$ cat src/lcp_pkg.sv
// package: constants and types of the lin command packet handler
package lcp_pkg;
   // apb register byte addresses
   localparam logic [11:0] LCP_ADDR_CMD = 12'h000;
   localparam logic [11:0] LCP_ADDR_RSP = 12'h004;
   localparam logic [11:0] LCP_ADDR_STAT = 12'h008;
   localparam logic [11:0] LCP_ADDR_CTRL = 12'h00c;
   localparam logic [11:0] LCP_ADDR_MON = 12'h010;
   // ctrl register bits
   localparam int LCP_CTRL_CLR_OVR = 0;
   localparam int LCP_CTRL_CLR_BAD = 1;
   localparam int LCP_CTRL_ABORT = 2;
   // packet byte values
   localparam logic [7:0] LCP_LEAD = 8'h23;
   localparam logic [7:0] LCP_OWN_NODE = 8'h01;
   localparam logic [7:0] LCP_LIN_IF = 8'h04;
   localparam logic [7:0] LCP_TYPE_CMD = 8'h00;
   localparam logic [7:0] LCP_TYPE_RSP = 8'h01;
   localparam logic [7:0] LCP_TYPE_ACK = 8'h02;
   localparam logic [7:0] LCP_CMD_FRD = 8'h30;
   localparam logic [7:0] LCP_CMD_MON = 8'hf2;
   localparam logic [7:0] LCP_MODE_OUT = 8'h01;
   // packet lengths
   localparam logic [15:0] LCP_HDR_LEN = 16'h000c;
   localparam logic [15:0] LCP_FRD_LEN = 16'h001c;
   localparam logic [7:0] LCP_ACK_OK_LEN = 8'h11;
   localparam logic [7:0] LCP_ACK_ERR_LEN = 8'h12;
   localparam logic [7:0] LCP_RSP_LEN = 8'h10;
   localparam logic [15:0] LCP_BUF_LEN = 16'h001c;
   // fault codes and their one-letter texts
   localparam logic [31:0] LCP_FLT_NONE = 32'h0;
   localparam logic [31:0] LCP_FLT_ADDR = 32'h1;
   localparam logic [31:0] LCP_FLT_LEN = 32'h2;
   localparam logic [31:0] LCP_FLT_CMD = 32'h3;
   localparam logic [31:0] LCP_FLT_TYPE = 32'h4;
   localparam logic [7:0] LCP_TXT_ADDR = 8'h41;
   localparam logic [7:0] LCP_TXT_LEN = 8'h4c;
   localparam logic [7:0] LCP_TXT_CMD = 8'h43;
   localparam logic [7:0] LCP_TXT_TYPE = 8'h54;

   // parser states, gray along recv -> exec -> send
   typedef enum logic [1:0] {
      LCP_RECV = 2'b00,
      LCP_EXEC = 2'b01,
      LCP_SEND = 2'b11
   } lcp_state_t;

   // defined lin frame response handed to the lin engine
   typedef struct packed {
      logic [7:0] id;
      logic out_en;
      logic [7:0] staging_select;
      logic stage_en;
      logic [7:0] repeat_total;
      logic [3:0] dlc;
      logic [7:0][7:0] data;
   } lcp_lin_resp_t;

   // whole state of the handler
   typedef struct packed {
      lcp_state_t st;
      logic [27:0][7:0] rx;
      logic [15:0] rx_cnt;
      logic [7:0] tx_idx;
      logic [7:0] tx_len;
      logic [7:0] rsp_type;
      logic [7:0] rsp_cmd;
      logic [7:0] rsp_node;
      logic [7:0] rsp_ch;
      logic [7:0] echo_tag;
      logic [31:0] fault_code;
      logic [7:0] fault_text;
      logic [31:0] entry_total;
      logic ovr;
      logic bad;
      lcp_lin_resp_t lin;
      logic lin_def;
      logic pready;
      logic pslverr;
      logic [31:0] prdata;
   } lcp_regs_t;
endpackage

$ cat src/lcp_handler.sv
// lin command packet handler: apb byte port, parser, reply builder
//
// Overview of operation
// every packet starts with byte 0x23
// flags bit0: always acknowledge the command; the code answers a good monitor read with a response (type 1), not an ack
// flags bit1: acknowledge only on error
// bytes 2,3 total length, low first
// frame definition command is 28 bytes long
// command targets node 1, interface 4
// host source node 0, channel 0
// reply swaps source and destination addressing
// echo tag byte 9 returned unchanged
// host zeroes reserved bytes
// acknowledgment repeats command code at 11
// fault code bytes 12-15, zero is success
// zero-terminated fault text follows, length 17; the code sends 18 bytes when a fault text is present
// id byte 12, mode 1 outputs response
// staging select 0 means no preparing
// byte 15 gives output repeat total
// dlc at 16, slots beyond ignored
// monitor read is header-only code 0xf2
// monitor response starts with entry total
// type byte: 0 command, 1 response, 2 ack
`timescale 1ns/10ps
module lcp_handler
   import lcp_pkg::*;
(
   // clock and reset
   input wire logic pclk,
   input wire logic presetn,
   // apb slave
   input wire logic psel,
   input wire logic penable,
   input wire logic pwrite,
   input wire logic [11:0] paddr,
   input wire logic [31:0] pwdata,
   output logic [31:0] prdata,
   output logic pready,
   output logic pslverr,
   // lin frame response definition
   output lcp_pkg::lcp_lin_resp_t lin_resp,
   output logic lin_define
);
   import lcp_pkg::*;

   lcp_regs_t r_q; // registered state
   lcp_regs_t r_d; // next state
   logic acc; // first access cycle
   logic done; // completing edge
   logic [15:0] pkt_len; // length field of the command
   logic [15:0] cnt_nx; // byte count after this write
   logic ok; // command executed without fault
   logic [7:0] cur_byte; // reply byte at tx_idx
   logic [31:0] word; // payload word of the reply

   // payload word: entry total for responses, fault code otherwise
   always_comb begin
      if (r_q.rsp_type == LCP_TYPE_RSP) begin
         word = r_q.entry_total;
      end else begin
         word = r_q.fault_code;
      end
   end

   // reply byte selected by index
   always_comb begin
      case (r_q.tx_idx)
         8'h00: cur_byte = LCP_LEAD;
         8'h01: cur_byte = 8'h00;
         8'h02: cur_byte = r_q.tx_len;
         8'h03: cur_byte = 8'h00;
         8'h04: cur_byte = r_q.rsp_node;
         8'h05: cur_byte = r_q.rsp_ch;
         8'h06: cur_byte = LCP_OWN_NODE;
         8'h07: cur_byte = LCP_LIN_IF;
         8'h08: cur_byte = r_q.rsp_type;
         8'h09: cur_byte = r_q.echo_tag;
         8'h0b: cur_byte = r_q.rsp_cmd;
         8'h0c: cur_byte = word[7:0];
         8'h0d: cur_byte = word[15:8];
         8'h0e: cur_byte = word[23:16];
         8'h0f: cur_byte = word[31:24];
         8'h10: cur_byte = r_q.fault_text;
         default: cur_byte = 8'h00; // reserved and terminator
      endcase
   end

   // bus phases: one wait state, work done on the completing edge
   assign acc = psel & penable & ~r_q.pready;
   assign done = psel & penable & r_q.pready;
   assign pkt_len = {r_q.rx[3], r_q.rx[2]};
   assign cnt_nx = r_q.rx_cnt + 16'h0001;

   // next state
   always_comb begin
      ok = 1'b0; // set once the fault check of a command is made
      r_d = r_q;
      r_d.lin_def = 1'b0;
      r_d.pready = 1'b0;
      r_d.pslverr = 1'b0;
      r_d.prdata = 32'h0;
      // access phase: answer with data or error
      if (acc) begin
         r_d.pready = 1'b1;
         case (paddr)
            LCP_ADDR_CMD, LCP_ADDR_CTRL: ;
            LCP_ADDR_RSP: begin
               if (!pwrite && r_q.st == LCP_SEND) begin
                  r_d.prdata = {24'h0, cur_byte};
               end
            end
            LCP_ADDR_STAT: begin
               r_d.prdata = {r_q.fault_code[7:0], r_q.tx_len, r_q.tx_idx,
                  4'h0, r_q.bad, r_q.ovr, (r_q.st == LCP_EXEC),
                  (r_q.st == LCP_SEND)};
            end
            LCP_ADDR_MON: r_d.prdata = r_q.entry_total;
            default: r_d.pslverr = 1'b1; // unmapped
         endcase
      end
      // completing edge: writes and reply pops
      if (done && pwrite) begin
         case (paddr)
            LCP_ADDR_CTRL: begin
               if (pwdata[LCP_CTRL_CLR_OVR]) begin
                  r_d.ovr = 1'b0;
               end
               if (pwdata[LCP_CTRL_CLR_BAD]) begin
                  r_d.bad = 1'b0;
               end
               if (pwdata[LCP_CTRL_ABORT]) begin
                  r_d.st = LCP_RECV;
                  r_d.rx_cnt = 16'h0;
                  r_d.tx_idx = 8'h0;
               end
            end
            LCP_ADDR_MON: r_d.entry_total = pwdata;
            LCP_ADDR_CMD: begin
               if (r_q.st != LCP_RECV) begin
                  r_d.ovr = 1'b1; // byte dropped while busy
               end else if (r_q.rx_cnt == 16'h0 && pwdata[7:0] != LCP_LEAD) begin
                  r_d.bad = 1'b1; // resync on lead byte
               end else begin
                  if (r_q.rx_cnt < LCP_BUF_LEN) begin
                     r_d.rx[r_q.rx_cnt[4:0]] = pwdata[7:0];
                  end
                  r_d.rx_cnt = cnt_nx;
                  // header complete and length reached
                  if (cnt_nx >= LCP_HDR_LEN && cnt_nx >= pkt_len) begin
                     r_d.st = LCP_EXEC;
                  end
               end
            end
            default: ;
         endcase
      end else if (done && paddr == LCP_ADDR_RSP && r_q.st == LCP_SEND) begin
         r_d.tx_idx = r_q.tx_idx + 8'h01;
         if (r_d.tx_idx == r_q.tx_len) begin
            r_d.st = LCP_RECV;
            r_d.tx_idx = 8'h0;
         end
      end
      // execute the stored command
      if (r_q.st == LCP_EXEC) begin
         r_d.rx_cnt = 16'h0;
         r_d.tx_idx = 8'h0;
         r_d.fault_code = LCP_FLT_NONE;
         r_d.fault_text = 8'h00;
         if (r_q.rx[4] != LCP_OWN_NODE || r_q.rx[5] != LCP_LIN_IF) begin
            r_d.fault_code = LCP_FLT_ADDR;
            r_d.fault_text = LCP_TXT_ADDR;
         end else if (r_q.rx[8] != LCP_TYPE_CMD) begin
            r_d.fault_code = LCP_FLT_TYPE;
            r_d.fault_text = LCP_TXT_TYPE;
         end else if (r_q.rx[11] == LCP_CMD_FRD) begin
            if (pkt_len != LCP_FRD_LEN) begin
               r_d.fault_code = LCP_FLT_LEN;
               r_d.fault_text = LCP_TXT_LEN;
            end
         end else if (r_q.rx[11] == LCP_CMD_MON) begin
            if (pkt_len != LCP_HDR_LEN) begin
               r_d.fault_code = LCP_FLT_LEN;
               r_d.fault_text = LCP_TXT_LEN;
            end
         end else begin
            r_d.fault_code = LCP_FLT_CMD;
            r_d.fault_text = LCP_TXT_CMD;
         end
         // fault verdict taken inside this process, no loop through a net
         ok = (r_d.fault_code == LCP_FLT_NONE);
         // frame response definition takes effect
         if (ok && r_q.rx[11] == LCP_CMD_FRD) begin
            r_d.lin.id = r_q.rx[12];
            r_d.lin.out_en = (r_q.rx[13] == LCP_MODE_OUT);
            r_d.lin.staging_select = r_q.rx[14];
            r_d.lin.stage_en = (r_q.rx[14] != 8'h00);
            r_d.lin.repeat_total = r_q.rx[15];
            r_d.lin.dlc = (r_q.rx[16] > 8'h08) ? 4'h8 : r_q.rx[16][3:0];
            for (int i = 0; i < 8; i++) begin
               // slots beyond dlc read as zero
               r_d.lin.data[i] = (i < r_q.rx[16]) ? r_q.rx[20 + i] : 8'h00;
            end
            r_d.lin_def = 1'b1;
         end
         // addressing swapped, echo tag and code repeated
         r_d.rsp_node = r_q.rx[6];
         r_d.rsp_ch = r_q.rx[7];
         r_d.echo_tag = r_q.rx[9];
         r_d.rsp_cmd = r_q.rx[11];
         r_d.st = LCP_RECV;
         if (ok && r_q.rx[11] == LCP_CMD_MON) begin
            r_d.rsp_type = LCP_TYPE_RSP;
            r_d.tx_len = LCP_RSP_LEN;
            r_d.st = LCP_SEND;
         end else if (r_q.rx[1][0] || (r_q.rx[1][1] && !ok)) begin
            r_d.rsp_type = LCP_TYPE_ACK;
            r_d.tx_len = ok ? LCP_ACK_OK_LEN : LCP_ACK_ERR_LEN;
            r_d.st = LCP_SEND;
         end
      end
   end

   // state register
   always_ff @(posedge pclk or negedge presetn) begin
      if (!presetn) begin
         r_q <= '0;
      end else begin
         r_q <= r_d;
      end
   end

   // outputs straight from flops
   assign prdata = r_q.prdata;
   assign pready = r_q.pready;
   assign pslverr = r_q.pslverr;
   assign lin_resp = r_q.lin;
   assign lin_define = r_q.lin_def;
endmodule

$ cat config.mk
export PLATFORM = sky130hd
export DESIGN_NAME = lcp_handler
export DESIGN_NICKNAME = d
export VERILOG_FILES = /design/src/lcp_pkg.sv /design/src/lcp_handler.sv
export SDC_FILE = /design/constraint.sdc
export NUM_CORES = 1
export LEC_CHECK = 0
export BUFFER_PORTS_ARGS = -buffer_cell sky130_fd_sc_hd__buf_2
export CORE_AREA = 2 2 251 154
export CTS_CLUSTER_DIAMETER = 150
export CTS_CLUSTER_SIZE = 8
export DETAILED_ROUTE_END_ITERATION = 12
export DIE_AREA = 0 0 253 156
export GPL_TIMING_DRIVEN = 0
export PLACE_DENSITY_LB_ADDON = 0.2
export SLEW_MARGIN = 20
export SYNTH_ARGS = -nofsm -noshare
export SYNTH_HDL_FRONTEND = slang
export SYNTH_SLANG_ARGS = --single-unit
$ cat constraint.sdc
create_clock -name pclk -period 2.9 [get_ports pclk]
set_input_delay 0.87 -clock pclk [delete_from_list [all_inputs] [get_ports pclk]]
set_output_delay 0.87 -clock pclk [all_outputs]
set_load 0.02 [all_outputs]
==> results of run 1 <==
Yosys cell counts (all sizes together) (5+ instances only):
library cell / count / share of area [%]
a222oi: 5 / 0.25
and2: 9 / 0.28
and3: 14 / 0.44
or2: 7 / 0.22
nand2b: 13 / 0.41
clkbuf: 91 / 1.7
nor2b: 6 / 0.19
o21ai: 66 / 1.7
nand4: 18 / 0.57
xnor2: 9 / 0.40
o21bai: 9 / 0.34
nor3b: 5 / 0.30
mux2: 213 / 15
o31ai: 7 / 0.26
buf: 138 / 5.2
a21oi: 30 / 0.76
inv: 32 / 0.60
nor2: 59 / 1.1
a211oi: 5 / 0.19
nor4: 20 / 0.66
dfrtp: 411 / 52
or3: 12 / 0.38
nand2: 393 / 8.8
a22oi: 32 / 1.2
nor4b: 6 / 0.42
or4: 6 / 0.23
ha: 23 / 1.4
nor3: 18 / 0.54
xor2: 13 / 0.57
nand3: 73 / 1.9
cells by family (layout without fill, tap and decap cells):
group | after synthesis | count (layout)
AND/OR/NAND/NOR | 673 | 673
flip-flops | 411 | 411
buffers and inverters | 261 | 513
other | 0 | 1
adder cells (fa/ha/maj) | 23 | 23
XOR/XNOR | 22 | 22
multiplexers | 215 | 215
AO/OA/AOI/OAI | 197 | 197
worst max path at each step:
| stage | to | cells after the start |
|---|---|---|
| after floorplan | flop | 9 |
| after global placement | r_q[261]$_DFFE_PN0P_ | 1 |
| after detailed placement | r_q[139]$_DFFE_PN0P_ | 7 |
| after CTS | r_q[499]$_DFFE_PN0P_ | 13 |
| after global routing | r_q[499]$_DFFE_PN0P_ | 13 |
| final | r_q[499]$_DFFE_PN0P_ | 13 |
placed cells by master (no fill, tap or decap), drive strengths merged, types with 23 or more instances in the layout:
cell type / n
buf: 340
a22oi: 32
o21ai: 66
inv: 32
clkbuf: 138
a21oi: 30
ha: 23
mux2: 213
nor2: 59
nand2: 393
dfrtp: 411
nand3: 73
power groups by stage:
stage / Clock [uW] / Sequential, uW / Combinational (uW)
finish: 5800 / 5750 / 292
global route: 6130 / 5740 / 323
CTS: 5890 / 5750 / 297
detailed placement: 0 / 5840 / 292
global placement: 0 / 5840 / 268
floorplan: 0 / 5850 / 51.5
worst max-delay path, cell delays in order (launching register included):
cell and delay [ns]:
sky130_fd_sc_hd__dfrtp_2 0.41, sky130_fd_sc_hd__buf_8 0.14, sky130_fd_sc_hd__nand4_1 0.14, sky130_fd_sc_hd__or2_4 0.33
sky130_fd_sc_hd__nor3_4 0.16, sky130_fd_sc_hd__xor2_2 0.24, sky130_fd_sc_hd__ha_1 0.28, sky130_fd_sc_hd__a211o_1 0.27
sky130_fd_sc_hd__a21oi_2 0.17, sky130_fd_sc_hd__nand4_1 0.11, sky130_fd_sc_hd__o21ai_1 0.13, sky130_fd_sc_hd__a311oi_1 0.06
sky130_fd_sc_hd__nand2_1 0.11, sky130_fd_sc_hd__mux2_4 0.30
layer usage:
| layer | vias to the layer above | part of all wire [%] | global-route usage (%) |
|---|---|---|---|
| met3 | 61 | 8.7 | 6.59 |
| met5 | - | 0 | 0 |
| met2 | 471 | 41 | 37.2 |
| met1 | 7327 | 49 | 44.2 |
| met4 | 0 | 1.3 | 5.44 |
| li1 | 6529 | - | - |
stage by stage:
stage | area [um^2] | total power [uW] | TNS [ns]
6_report | 23500 | 11800 | -0.0618
3_3_place_gp | 21400 | 6110 | -3117.26
2_1_floorplan | 19900 | 5900 | -32.58
4_1_cts | 23300 | 11900 | -0.111
5_1_grt | 23500 | 12200 | -0.496
3_5_place_dp | 21500 | 6130 | -238.26
what timing repair did:
| item | in CTS | in global routing |
|---|---|---|
| endpoints found under the setup margin | 333 | 284 |
| buffers inserted | 12 | 10 |
| hold buffers | 0 | 0 |
| gates resized for setup | 51 | 55 |
| hold endpoints to repair | 0 | 0 |
| pin swaps | 10 | 15 |
layout make-up:
| class | count | area (um^2) | share of cell area, % |
|---|---|---|---|
| multi-input combinational | 1130 | 8460 | 35.9 |
| clock buffer | 58 | 1430 | 6.07 |
| tap | 484 | 606 | 2.57 |
| timing repair buffer | 200 | 1160 | 4.91 |
| sequential | 411 | 10300 | 43.7 |
| clock inverter | 3 | 53.8 | 0.229 |
| inverter | 32 | 120 | 0.510 |
| buffer | 220 | 1420 | 6.04 |
| antenna | 1 | 2.50 | 0.0106 |
==> results by stage, run 1 <==
Job:
- Max-cap violations in this run came to 0.

CTS:
- Clock-pin slew was measured on the worst setup and hold paths at 0.05 ns.
- The number of buffers between clock root and the deepest sink is 3.
- The CTS H-tree depth is 2.
- The clock sink total is 411.
- The TritonCTS clock tree is done.
- The tree is rooted in a sky130_fd_sc_hd__clkbuf_16.
- The later-pin clock latency in the skew report is 0.59 ns.
- The clock buffer count from CTS is 57.

Routing:
- Once detail routing completed, the nets flagged for antenna violations numbered 0.
- The final layout contains routed wiring with a total length of 53500 um.
- After detailed routing, the number of remaining DRC violations is 0.
- The via density per instance is 5.67.
- The number of optimization iterations in the first detailed-route pass is 6.
- The number of vias in the routed layout is 14400.
- After detailed routing, the average wire length per cell comes to 21.1 um.
- The first routing iteration left 1275 violations.

GRT:
- The largest net degree at the start of global routing is 101.
- The wire length of the first global-routing pass is 83500 um.
- The via count of the first global-routing pass was 14400.
- Global routing used 27.5% of the available tracks across all layers.
- The initial antenna violation count is 1.
- Summed over all layers, the global routing overflow is 0.

Worst setup path:
- The critical path start-end classification is flop to flop.
- The depth of the most critical reg-to-reg path is 13.
- Tracing the worst setup path back leads to its startpoint at r_q[259]$_DFFE_PN0P_.
- The worst setup path is launched from a flop.
- The worst-case register-to-register setup slack is -0.06 ns.
- The worst register-to-register path ends at r_q[499]$_DFFE_PN0P_.
- Data on the critical path is required at its endpoint by 3.36 ns.
- The kind of end point of the critical path is a flop.
- The critical path arrival is 3.42 ns.
- The highest fanout seen on the critical path is 9.
- The startpoint identified for the worst register-to-register timing path is r_q[259]$_DFFE_PN0P_.

Timing:
- Between clock sinks in the finished design, the worst skew comes to 0.0206 ns.
- Of the available clock period, the critical path in the final layout requires 102%.
- The slew at the pin closest to its max-slew limit is 0.978 ns.
- The number of endpoints with negative hold slack in the final report is 0.
- Setup repair after global routing could not meet its margin everywhere.
- The number of failing setup endpoints in the final timing report is 2.
- The worst path in the final design needs a cycle of 2.96 ns, including I/O delays and setup.
- The final worst setup slack is -0.0601 ns.
- Timing would allow up to 338 MHz.
- The max-slew violation count is 0.
- The final worst hold slack is 0.292 ns.
- Measured against its own limit, the worst slew margin works out to 34.8%.

Cells and area:
- At the end of the flow, the number of nets in the layout was 2124.
- The area added between synthesis and finish is 18.5%.
- The number of cells in the finished layout apart from fillers is 2539.
- The fill cell total of the finished layout is 2973.
- The share of final-layout standard cells stronger than drive strength 1 is 31.9%.
- The fraction of the core area covered by cells at the end of the flow is 63.4%.

Power:
- The total leakage power is 0.0126 uW.
- The clock network power share is 49.0%.
- In this run the power density over the cells is 503 nW/um^2.
- The worst vdd rail ir drop is 0.426 mV.
- The cell internal power dissipation is 9240 uW.
- Per report_power, the sequential group accounts for 48.6% of the total.
- Combinational cells account for 2.5% of the total power.
- The power spent charging and discharging nets is 2590 uW.
- Net switching is 21.9% of the power.

Placed design:
- After legalization and detailed placement, the total HPWL measured 37800 um.
- The number of placed instances, taps included, is 2464.
- The global placer's final weighted congestion is 0.913.
- OpenSTA, run right after detailed placement, puts the worst setup slack at -0.988 ns.
- Input and output buffers added on the ports amount to 173.

Synth:
- Of all flip-flops after synthesis, the portion carrying an async set or reset was 100%.
- Summing the areas of all fa, ha and maj instances in the mapped netlist gives 1.45% of the synthesized area.
- The count of flip-flops with a built-in enable after synthesis is 0.
- Counting every net in the synthesized netlist gives 1874.
- The dominant combinational cell family by area after synthesis is simple AND/OR/NAND/NOR gates.
- The multiplexer fraction of the synthesized cell area is 14.7%.
- Synthesis produced a netlist whose cell count is 1802.
- The basic-gate share of the synthesized area counting and, or, nand and nor cells is 17.0%.
- In this run the mean area of a mapped cell was 11.0 um^2.
- Of the synthesized area, sequential elements account for 51.8%.
- The share of the synthesized netlist area taken by xor and xnor gates is 0.970%.
- The post-synthesis instance area is 19900 um^2.
- The post-synthesis compound-gate area fraction is 6.47%.
- The most common flop cell mapped by yosys is sky130_fd_sc_hd__dfrtp_1.
- The Yosys step of the flow raised 0 warnings.
- The synthesized flop and latch total is 411.
- After synthesis, the netlist uses 78 different library cells.

Die:
- The floorplan step defined a core boundary enclosing 37200 um^2.
- In this run the count of I/O pins placed on the die edge is 178.
- The floorplan step set the die height to 156 um.
- The floorplan die width is 253 um.
- The initial utilization of the core area, before any placement, comes to 53.5%.
- The floorplan row count is 55.
- The floorplan die area is 39500 um^2.

Run status:
- The checks that failed: negative setup slack.
- The run finished, with violations left.

Min path:
- The kind of path behind the tightest hold check is primary input to async pin.
Note: power is estimated with default switching activity, not from simulation.
==> inputs of run 2 (changes only) <==
--- a/config.mk
+++ b/config.mk
@@ -12,7 +12,7 @@
 export DETAILED_ROUTE_END_ITERATION = 12
 export DIE_AREA = 0 0 253 156
 export GPL_TIMING_DRIVEN = 0
-export PLACE_DENSITY_LB_ADDON = 0.2
+export PLACE_DENSITY = 0.73
 export SLEW_MARGIN = 20
 export SYNTH_ARGS = -nofsm -noshare
 export SYNTH_HDL_FRONTEND = slang
==> run 2 against run 1 <==
The flow still finishes with violations (negative setup slack). Global-route usage fell by 0.62 points. Combinational power about the same. Setup slack worse by 0.15 ns. Clock-buffer cell count increased by 1. Die area did not move. Clock power increased by 2%. Utilization is 0.55 points higher. Flip-flop and latch count unchanged. First-iteration DRC count rose by 1.2%. Critical path depth is the same. Maximum frequency shrank 4.9%. Clock skew increased by 0.010 ns. Largest cell class unchanged. Largest power group unchanged.
==> results by stage, run 2 (synthesis results as in run 1) <==
Run status:
- The flow ran to the end, but the final reports show violations.
- The checks that failed: negative setup slack.

CTS:
- TritonCTS created 57 clock buffers.
- The clock sink total is 411.
- The clock passes through at most 3 buffers.
- The TritonCTS clock tree is done.
- In this run, post-CTS hold repair placed 0 buffers.
- The clock root buffer master is sky130_fd_sc_hd__clkbuf_16.
- The CTS clock-pin slew for the worst setup and hold paths is 0.05 ns.
- The clock tree synthesis step divided the H-tree into 2 levels.
- For the worst-skew pair, the clock arrives at the later sink with an insertion delay of 0.60 ns.

Cells and area:
- The fill cell total of the finished layout is 2852.
- The fraction of the core area covered by cells at the end of the flow is 63.9%.
- The repair_antennas step left the layout with diodes totalling 0.
- In the final layout, the share of cells above drive strength 1 is 33.1%.
- The top cell types in the final layout, fill and taps aside, are sky130_fd_sc_hd__dfrtp_1, sky130_fd_sc_hd__nand2_1, sky130_fd_sc_hd__mux2_4.
- Leaving out fill and tap cells, the most frequent cell in the layout is sky130_fd_sc_hd__dfrtp_1.
- The area growth from synthesis to layout is 19.5%.
- The number of nets in the layout is 2125.
- With fillers left out, the area of the finished cells amounts to 23700 um^2.

Job:
- The number of maximum-capacitance violations is 0.

Placed design:
- Before CTS, the worst setup slack after placement is -1.07 ns.
- Routability-driven placement finished with a final weighted congestion of 0.944.
- The cell area after placement is 21500 um^2.
- The HPWL after detailed placement is 36700 um.
- The count of buffers added on input and output ports is 173.

Worst setup path:
- The launching point of the worst reg2reg path is r_q[259]$_DFFE_PN0P_.
- The critical path goes through buf_8, nand4_1, buf_4, nor3_4, xor2_1, ha_1, nand4_1, a211oi_2, a2111o_1, o31ai_2, a311oi_1, nand2_1, mux2_1.
- In this design, the largest share of critical-path delay is due to compound AO/OA/AOI/OAI gates.
- In this run the worst path has a maximum fanout of 3.
- The library cell contributing the largest single delay on the critical path is sky130_fd_sc_hd__dfrtp_2.
- For flop-to-flop paths, the worst setup slack is -0.21 ns.
- The worst setup path is captured at a flop.
- The cell that appears most often on the critical path is sky130_fd_sc_hd__nand4_1.
- The critical path start-end classification is flop to flop.
- The number of buffer and inverter instances along the worst setup path is 2.
- STA puts the critical path data required time at 3.36 ns.
- The launch point of the worst path is r_q[259]$_DFFE_PN0P_.
- The type of origin of the critical path is a flop.
- For this run, the slowest stage of the critical path takes 0.41 ns.
- The critical path arrival is 3.57 ns.

Timing:
- The slew at the pin closest to its max-slew limit is 1.06 ns.
- The post-route clock period utilization is 107%.
- The clock arrives with 0.0306 ns of skew.
- The max-slew violation count was 0.
- The headroom to the max-slew limit is 29.4%.
- The number of failing setup endpoints in the final timing report is 180.
- The final-layout setup total negative slack is -9.10 ns.
- After layout, the minimum clock period comes to 3.11 ns.
- Setup repair after global routing could not meet its margin everywhere.
- The final worst setup slack is -0.214 ns.
- The number of endpoints with negative hold slack in the final report is 0.
- The maximum clock frequency is 321 MHz.

Die:
- The floorplan row count is 55.
- The floorplan die area is 39500 um^2.
- The total area inside the core boundary comes to 37200 um^2.
- Once the floorplan was initialized, standard cells occupied 53.5% of the core.
- In this run the vertical extent of the chip is 156 um.
- The floorplan die width is 253 um.
- 178 I/O pins were placed.

GRT:
- The initial antenna violation count is 0.
- The via count of the first global-routing pass is 14400.
- The overflow left after global routing is 0.
- The wire length of the first global-routing pass is 82400 um.
- The overall track demand over capacity in global routing is 26.9%.
- The largest net degree at the start of global routing is 102.

Power:
- The total power divided by cell area is 503 nW/um^2.
- The combinational power share is 2.5%.
- Cell internal power was estimated by the tool at 9310 uW.
- The net switching share of the total power is 22.0%.
- The share of total power dissipated in the clock network is 49.4%.
- For this design the total switching power over the nets is 2630 uW.
- The sequential share of power is 48.1%.
- The total leakage power is 0.0127 uW.
- IR analysis of the VDD net gives a maximum drop of 0.513 mV.

Routing:
- The detailed router finished its first iteration with 1290 violations.
- The remaining number of nets flagged by the antenna check after routing is 0.
- The first detailed-routing pass took 7 iterations.
- The via density per instance is 5.75.
- In the final routed layout, each cell accounts on average for 21.0 um.
- Wires add up to 53200 um.
- The number of vias in the routed layout is 14600.
- The count of unresolved DRC violations after routing is 0.

Min path:
- In this run the worst hold path is classified as primary input to async pin.
[run 2: cell count changes in the layout (fill, tap and decap cells not counted), moves of 3 or more]
| cell | delta |
|---|---|
| sky130_fd_sc_hd__mux2_4 | +33 |
| sky130_fd_sc_hd__buf_2 | -4 |
| sky130_fd_sc_hd__nand2_4 | -7 |
| sky130_fd_sc_hd__nor4_2 | -3 |
| sky130_fd_sc_hd__nand2_8 | +7 |
| sky130_fd_sc_hd__nor4_1 | +3 |
| sky130_fd_sc_hd__mux2_1 | -33 |
[run 2: path summary, 6_finish.rpt]
path                       depth (start not counted)                        to
hold / removal                                     1      r_q[268]$_DFFE_PN0P_
setup reg to reg                                  13      r_q[499]$_DFFE_PN0P_
min in group pclk                                  2  lin_resp[93]$_DFFE_PN0P_
max in group asynchronous                          4                 async pin
setup / recovery                                  13      r_q[499]$_DFFE_PN0P_
hold reg to reg                                    2  lin_resp[93]$_DFFE_PN0P_
[run 2: per-stage QoR]
| stage | hold WS [ns] | cells | power [uW] |
|---|---|---|---|
| global route | 0.186 | 2540 | 12300 |
| finish | 0.175 | 2540 | 11900 |
| detailed placement | 0.453 | 2464 | 6130 |
| floorplan | 0.435 | 1802 | 5900 |
| global placement | 0.450 | 2459 | 6110 |
| CTS | 0.180 | 2532 | 12000 |
[run 2: layer usage]
layer	wire (um)	GRT usage, %	up-vias
met3	4300	6.01	75
met1	25100	41.0	7398
met4	741	5.83	0
met5	0	0	-
li1	-	-	6524
met2	23100	39.0	598
[run 2: area by class of cell]
| class | count | area [um^2] | share of cell area (%) |
|---|---|---|---|
| repair buffers | 198 | 1180 | 4.97 |
| multi-input cells | 1130 | 8590 | 36.2 |
| plain buffers | 223 | 1440 | 6.05 |
| clock buffers | 59 | 1460 | 6.13 |
| inverters | 32 | 120 | 0.506 |
| clock inverters | 3 | 67.6 | 0.285 |
| flip-flops and latches | 411 | 10300 | 43.3 |
| well taps | 484 | 606 | 2.55 |
[run 2: power by group through the flow]
| stage | clock, uW | combinational (uW) | sequential [uW] |
|---|---|---|---|
| floorplan | 0 | 51.5 | 5850 |
| global placement | 0 | 262 | 5850 |
| detailed placement | 0 | 287 | 5840 |
| CTS | 5950 | 291 | 5750 |
| global route | 6210 | 324 | 5740 |
| finish | 5900 | 294 | 5750 |
[run 2: what timing repair did]
action,in CTS,in global routing
pin swaps,9,11
setup buffers,10,10
endpoints found under the setup margin,317,272
cloned,0,0
resized for setup,58,91
==> inputs of run 3 (changes only) <==
--- a/config.mk
+++ b/config.mk
@@ -12,6 +12,7 @@
 export DETAILED_ROUTE_END_ITERATION = 12
 export DIE_AREA = 0 0 253 156
 export GPL_TIMING_DRIVEN = 0
+export MAX_ROUTING_LAYER = met4
 export PLACE_DENSITY = 0.73
 export SLEW_MARGIN = 20
 export SYNTH_ARGS = -nofsm -noshare
==> run 3 against run 2 <==
Total power rose by 0.13%. Global-route usage rose by 1.1 points. Utilization fell by 0.55 points. Maximum frequency rose by 2.5%. The flow still finishes with violations (negative setup slack). Critical path depth fell by 1. Critical path type unchanged. Largest cell class unchanged.
==> results by stage, run 3 (synthesis results as in run 1) <==
Timing:
- Clock skew on the completed layout was measured at 0.0167 ns.
- On the final layout, the worst hold slack is 0.163 ns.
- The number of endpoints with negative hold slack in the final report is 0.
- The max-slew violation count is 0.
- The number of failing setup endpoints in the final timing report is 1.
- Setup repair after global routing could not meet its margin everywhere.
- The slew at the pin closest to its max-slew limit is 1.02 ns.
- After layout, the worst path uses 105% of the clock period.
- The maximum clock frequency is 329 MHz.
- The shortest clock period the worst path allows after layout is 3.04 ns.
- Across all setup checks in the final design, the least slack found is -0.139 ns.
- The headroom to the max-slew limit is 31.7%.

Routing:
- In the routed design, unresolved DRC markers number 0.
- The violation count after the first detailed-routing iteration is 1462.
- The number of vias in the routed layout is 14600.
- The detail route stage leaves a number of antenna-violating nets equal to 0.
- The number of optimization iterations in the first detailed-route pass is 8.
- The routed design has 53000 um of wire.
- After detailed routing, the average wire length per cell comes to 20.9 um.
- The via density per instance is 5.75.

Cells and area:
- The leading cell type in the layout, fill and taps excluded is sky130_fd_sc_hd__dfrtp_1.
- The fill cell total of the finished layout is 2901.
- The area growth from synthesis to layout is 18.5%.
- Of the cells placed in the final design, the portion with a size suffix greater than 1 is 31.9%.
- 0 antenna diodes ended up in the layout.
- In the layout the commonest cells are sky130_fd_sc_hd__dfrtp_1, sky130_fd_sc_hd__nand2_1, sky130_fd_sc_hd__buf_2.
- For this run, the post-layout net count is 2121.

Die:
- In this run the vertical extent of the chip is 156 um.
- The core box area is 37200 um^2.
- The die covers 39500 um^2.
- The floorplan has 55 rows.
- The initial utilization of the core area, before any placement, comes to 53.5%.
- Measured along the x axis, the die boundary spans 253 um.
- The number of I/O pins is 178.

Worst setup path:
- The type of origin of the critical path is a flop.
- At the worst endpoint, the required time is 3.37 ns.
- Walking the worst path, the cells encountered are ha_4, nand3_1, xor2_2, inv_1, ha_1, a21oi_1, a211oi_2, a2111o_1, o31ai_2, a311oi_1, nand2_1, mux2_4.
- The highest fanout seen on the critical path is 8.
- On the critical path, the stage with the largest delay is an instance of sky130_fd_sc_hd__dfrtp_2.
- The critical path start-end classification is flop to flop.
- At the worst endpoint, the arrival time is 3.51 ns.
- The kind of end point of the critical path is a flop.
- On the worst path, the slowest cell contributes a delay of 0.45 ns.

CTS:
- The CTS H-tree depth is 2.
- The later-pin clock latency in the skew report is 0.59 ns.
- The TritonCTS clock tree is done.
- The clock root buffer master is sky130_fd_sc_hd__clkbuf_16.
- The longest clock path from root to sink contains 3 buffers.
- The CTS clock-pin slew for the worst setup and hold paths is 0.06 ns.
- Clock tree synthesis found a total of 411 sinks.
- TritonCTS created 57 clock buffers.

GRT:
- Entering global routing, the biggest net connects 98 pins.
- The overflow left after global routing is 0.
- The first global-routing pass estimated 83100 um of wire.
- The via count of the first global-routing pass is 14400.
- In the global route stage, overall resource usage came out at 28.0%.
- The initial antenna violation count is 0.

Min path:
- The tightest min-delay check is of the primary input to async pin type.

Placed design:
- Routability-driven placement finished with a final weighted congestion of 0.931.
- After legalization and detailed placement, the total HPWL measured 36800 um.
- In this run the tool buffered the top-level ports with 173 buffer cells.
- At the placement stage, the worst setup path has a slack of -1.02 ns.

Job:
- The tool flagged a number of max-cap violations equal to 0.

Run status:
- The flow ran to the end, but the final reports show violations.
- The checks that failed: negative setup slack.

Power:
- Across the VDD grid, the largest voltage drop is 0.459 mV.
- Summed over all cells, the static leakage comes to 0.0126 uW.
- Dividing total power by cell area gives a power density of 508 nW/um^2.
[run 3: changes by cell type in the layout (fill, tap and decap cells not counted), moves of 3 or more]
cell                       delta
sky130_fd_sc_hd__mux2_1      +34
sky130_fd_sc_hd__mux2_4      -34
sky130_fd_sc_hd__nand2_4      +9
sky130_fd_sc_hd__nand2_8      -9
sky130_fd_sc_hd__nor4_1       -4
sky130_fd_sc_hd__nor4_2       +4
sky130_fd_sc_hd__buf_2        +3
sky130_fd_sc_hd__clkbuf_2     -3
sky130_fd_sc_hd__dfrtp_1      -3
sky130_fd_sc_hd__dfrtp_2      +3
[run 3: cell type report]
class                      count  area, um^2  share of cell area (%)
clock buffer                  59        1460                    6.18
buffer                       217        1410                    6.00
inverter                      32         120                   0.510
tap                          484         606                    2.57
sequential                   411       10300                    43.7
clock inverter                 3        67.6                   0.287
timing repair buffer         200        1160                    4.93
multi-input combinational   1130        8430                    35.8
[run 3: critical path: cells and delay by family (launching register included)]
kind	cells	cell delay [ns]
adder cells (fa/ha/maj)	2	0.52
XOR/XNOR	1	0.23
flip-flops	1	0.45
AO/OA/AOI/OAI	5	1.08
AND/OR/NAND/NOR	2	0.26
buffers and inverters	1	0.08
multiplexers	1	0.31
[run 3: per-layer routing]
metal | track usage, % | vias up | part of all wire [%]
met1 | 42.4 | 7398 | 48
met5 | - | - | 0
met3 | 5.01 | 97 | 7.6
met4 | 6.57 | 0 | 1.9
li1 | - | 6519 | -
met2 | 38.9 | 561 | 43
[run 3: stage by stage]
step / utilization, % / cells / cell area (um^2) / power, uW / setup TNS (ns)
2_1_floorplan: - / 1802 / 19900 / 5900 / -32.58
3_3_place_gp: 57.6 / 2459 / 21400 / 6110 / -3054.04
3_5_place_dp: 57.9 / 2464 / 21500 / 6130 / -220.39
4_1_cts: 62.6 / 2531 / 23300 / 12000 / -0.411
5_1_grt: 63.3 / 2536 / 23500 / 12300 / -0.466
6_report: 63.3 / 2536 / 23500 / 12000 / -0.139
[run 3: where the power goes]
group          switching [uW]  internal [uW]
sequential               1.39           5750
combinational             227           57.8
clock                    2420           3500
[run 3: path summary, 6_finish.rpt]
| kind | start | to | slack, ns | cells after the start |
|---|---|---|---|---|
| min | presetn | r_q[269]$_DFFE_PN0P_ | 0.16 | 1 |
| max reg2reg | r_q[259]$_DFFE_PN0P_ | r_q[499]$_DFFE_PN0P_ | -0.14 | 12 |
| max in group asynchronous | presetn | lin_resp[37]$_DFFE_PN0P_ | 0.60 | 5 |
| min in group pclk | lin_resp[34]$_DFFE_PN0P_ | lin_resp[34]$_DFFE_PN0P_ | 0.47 | 2 |
| max | r_q[259]$_DFFE_PN0P_ | r_q[499]$_DFFE_PN0P_ | -0.14 | 12 |
| min reg2reg | lin_resp[34]$_DFFE_PN0P_ | lin_resp[34]$_DFFE_PN0P_ | 0.47 | 2 |
[run 3: what timing repair did]
action,CTS,global route
hold buffers,0,0
buffers inserted,10,12
endpoints found under the setup margin,307,301
pin swaps,11,19
gates resized for setup,43,62
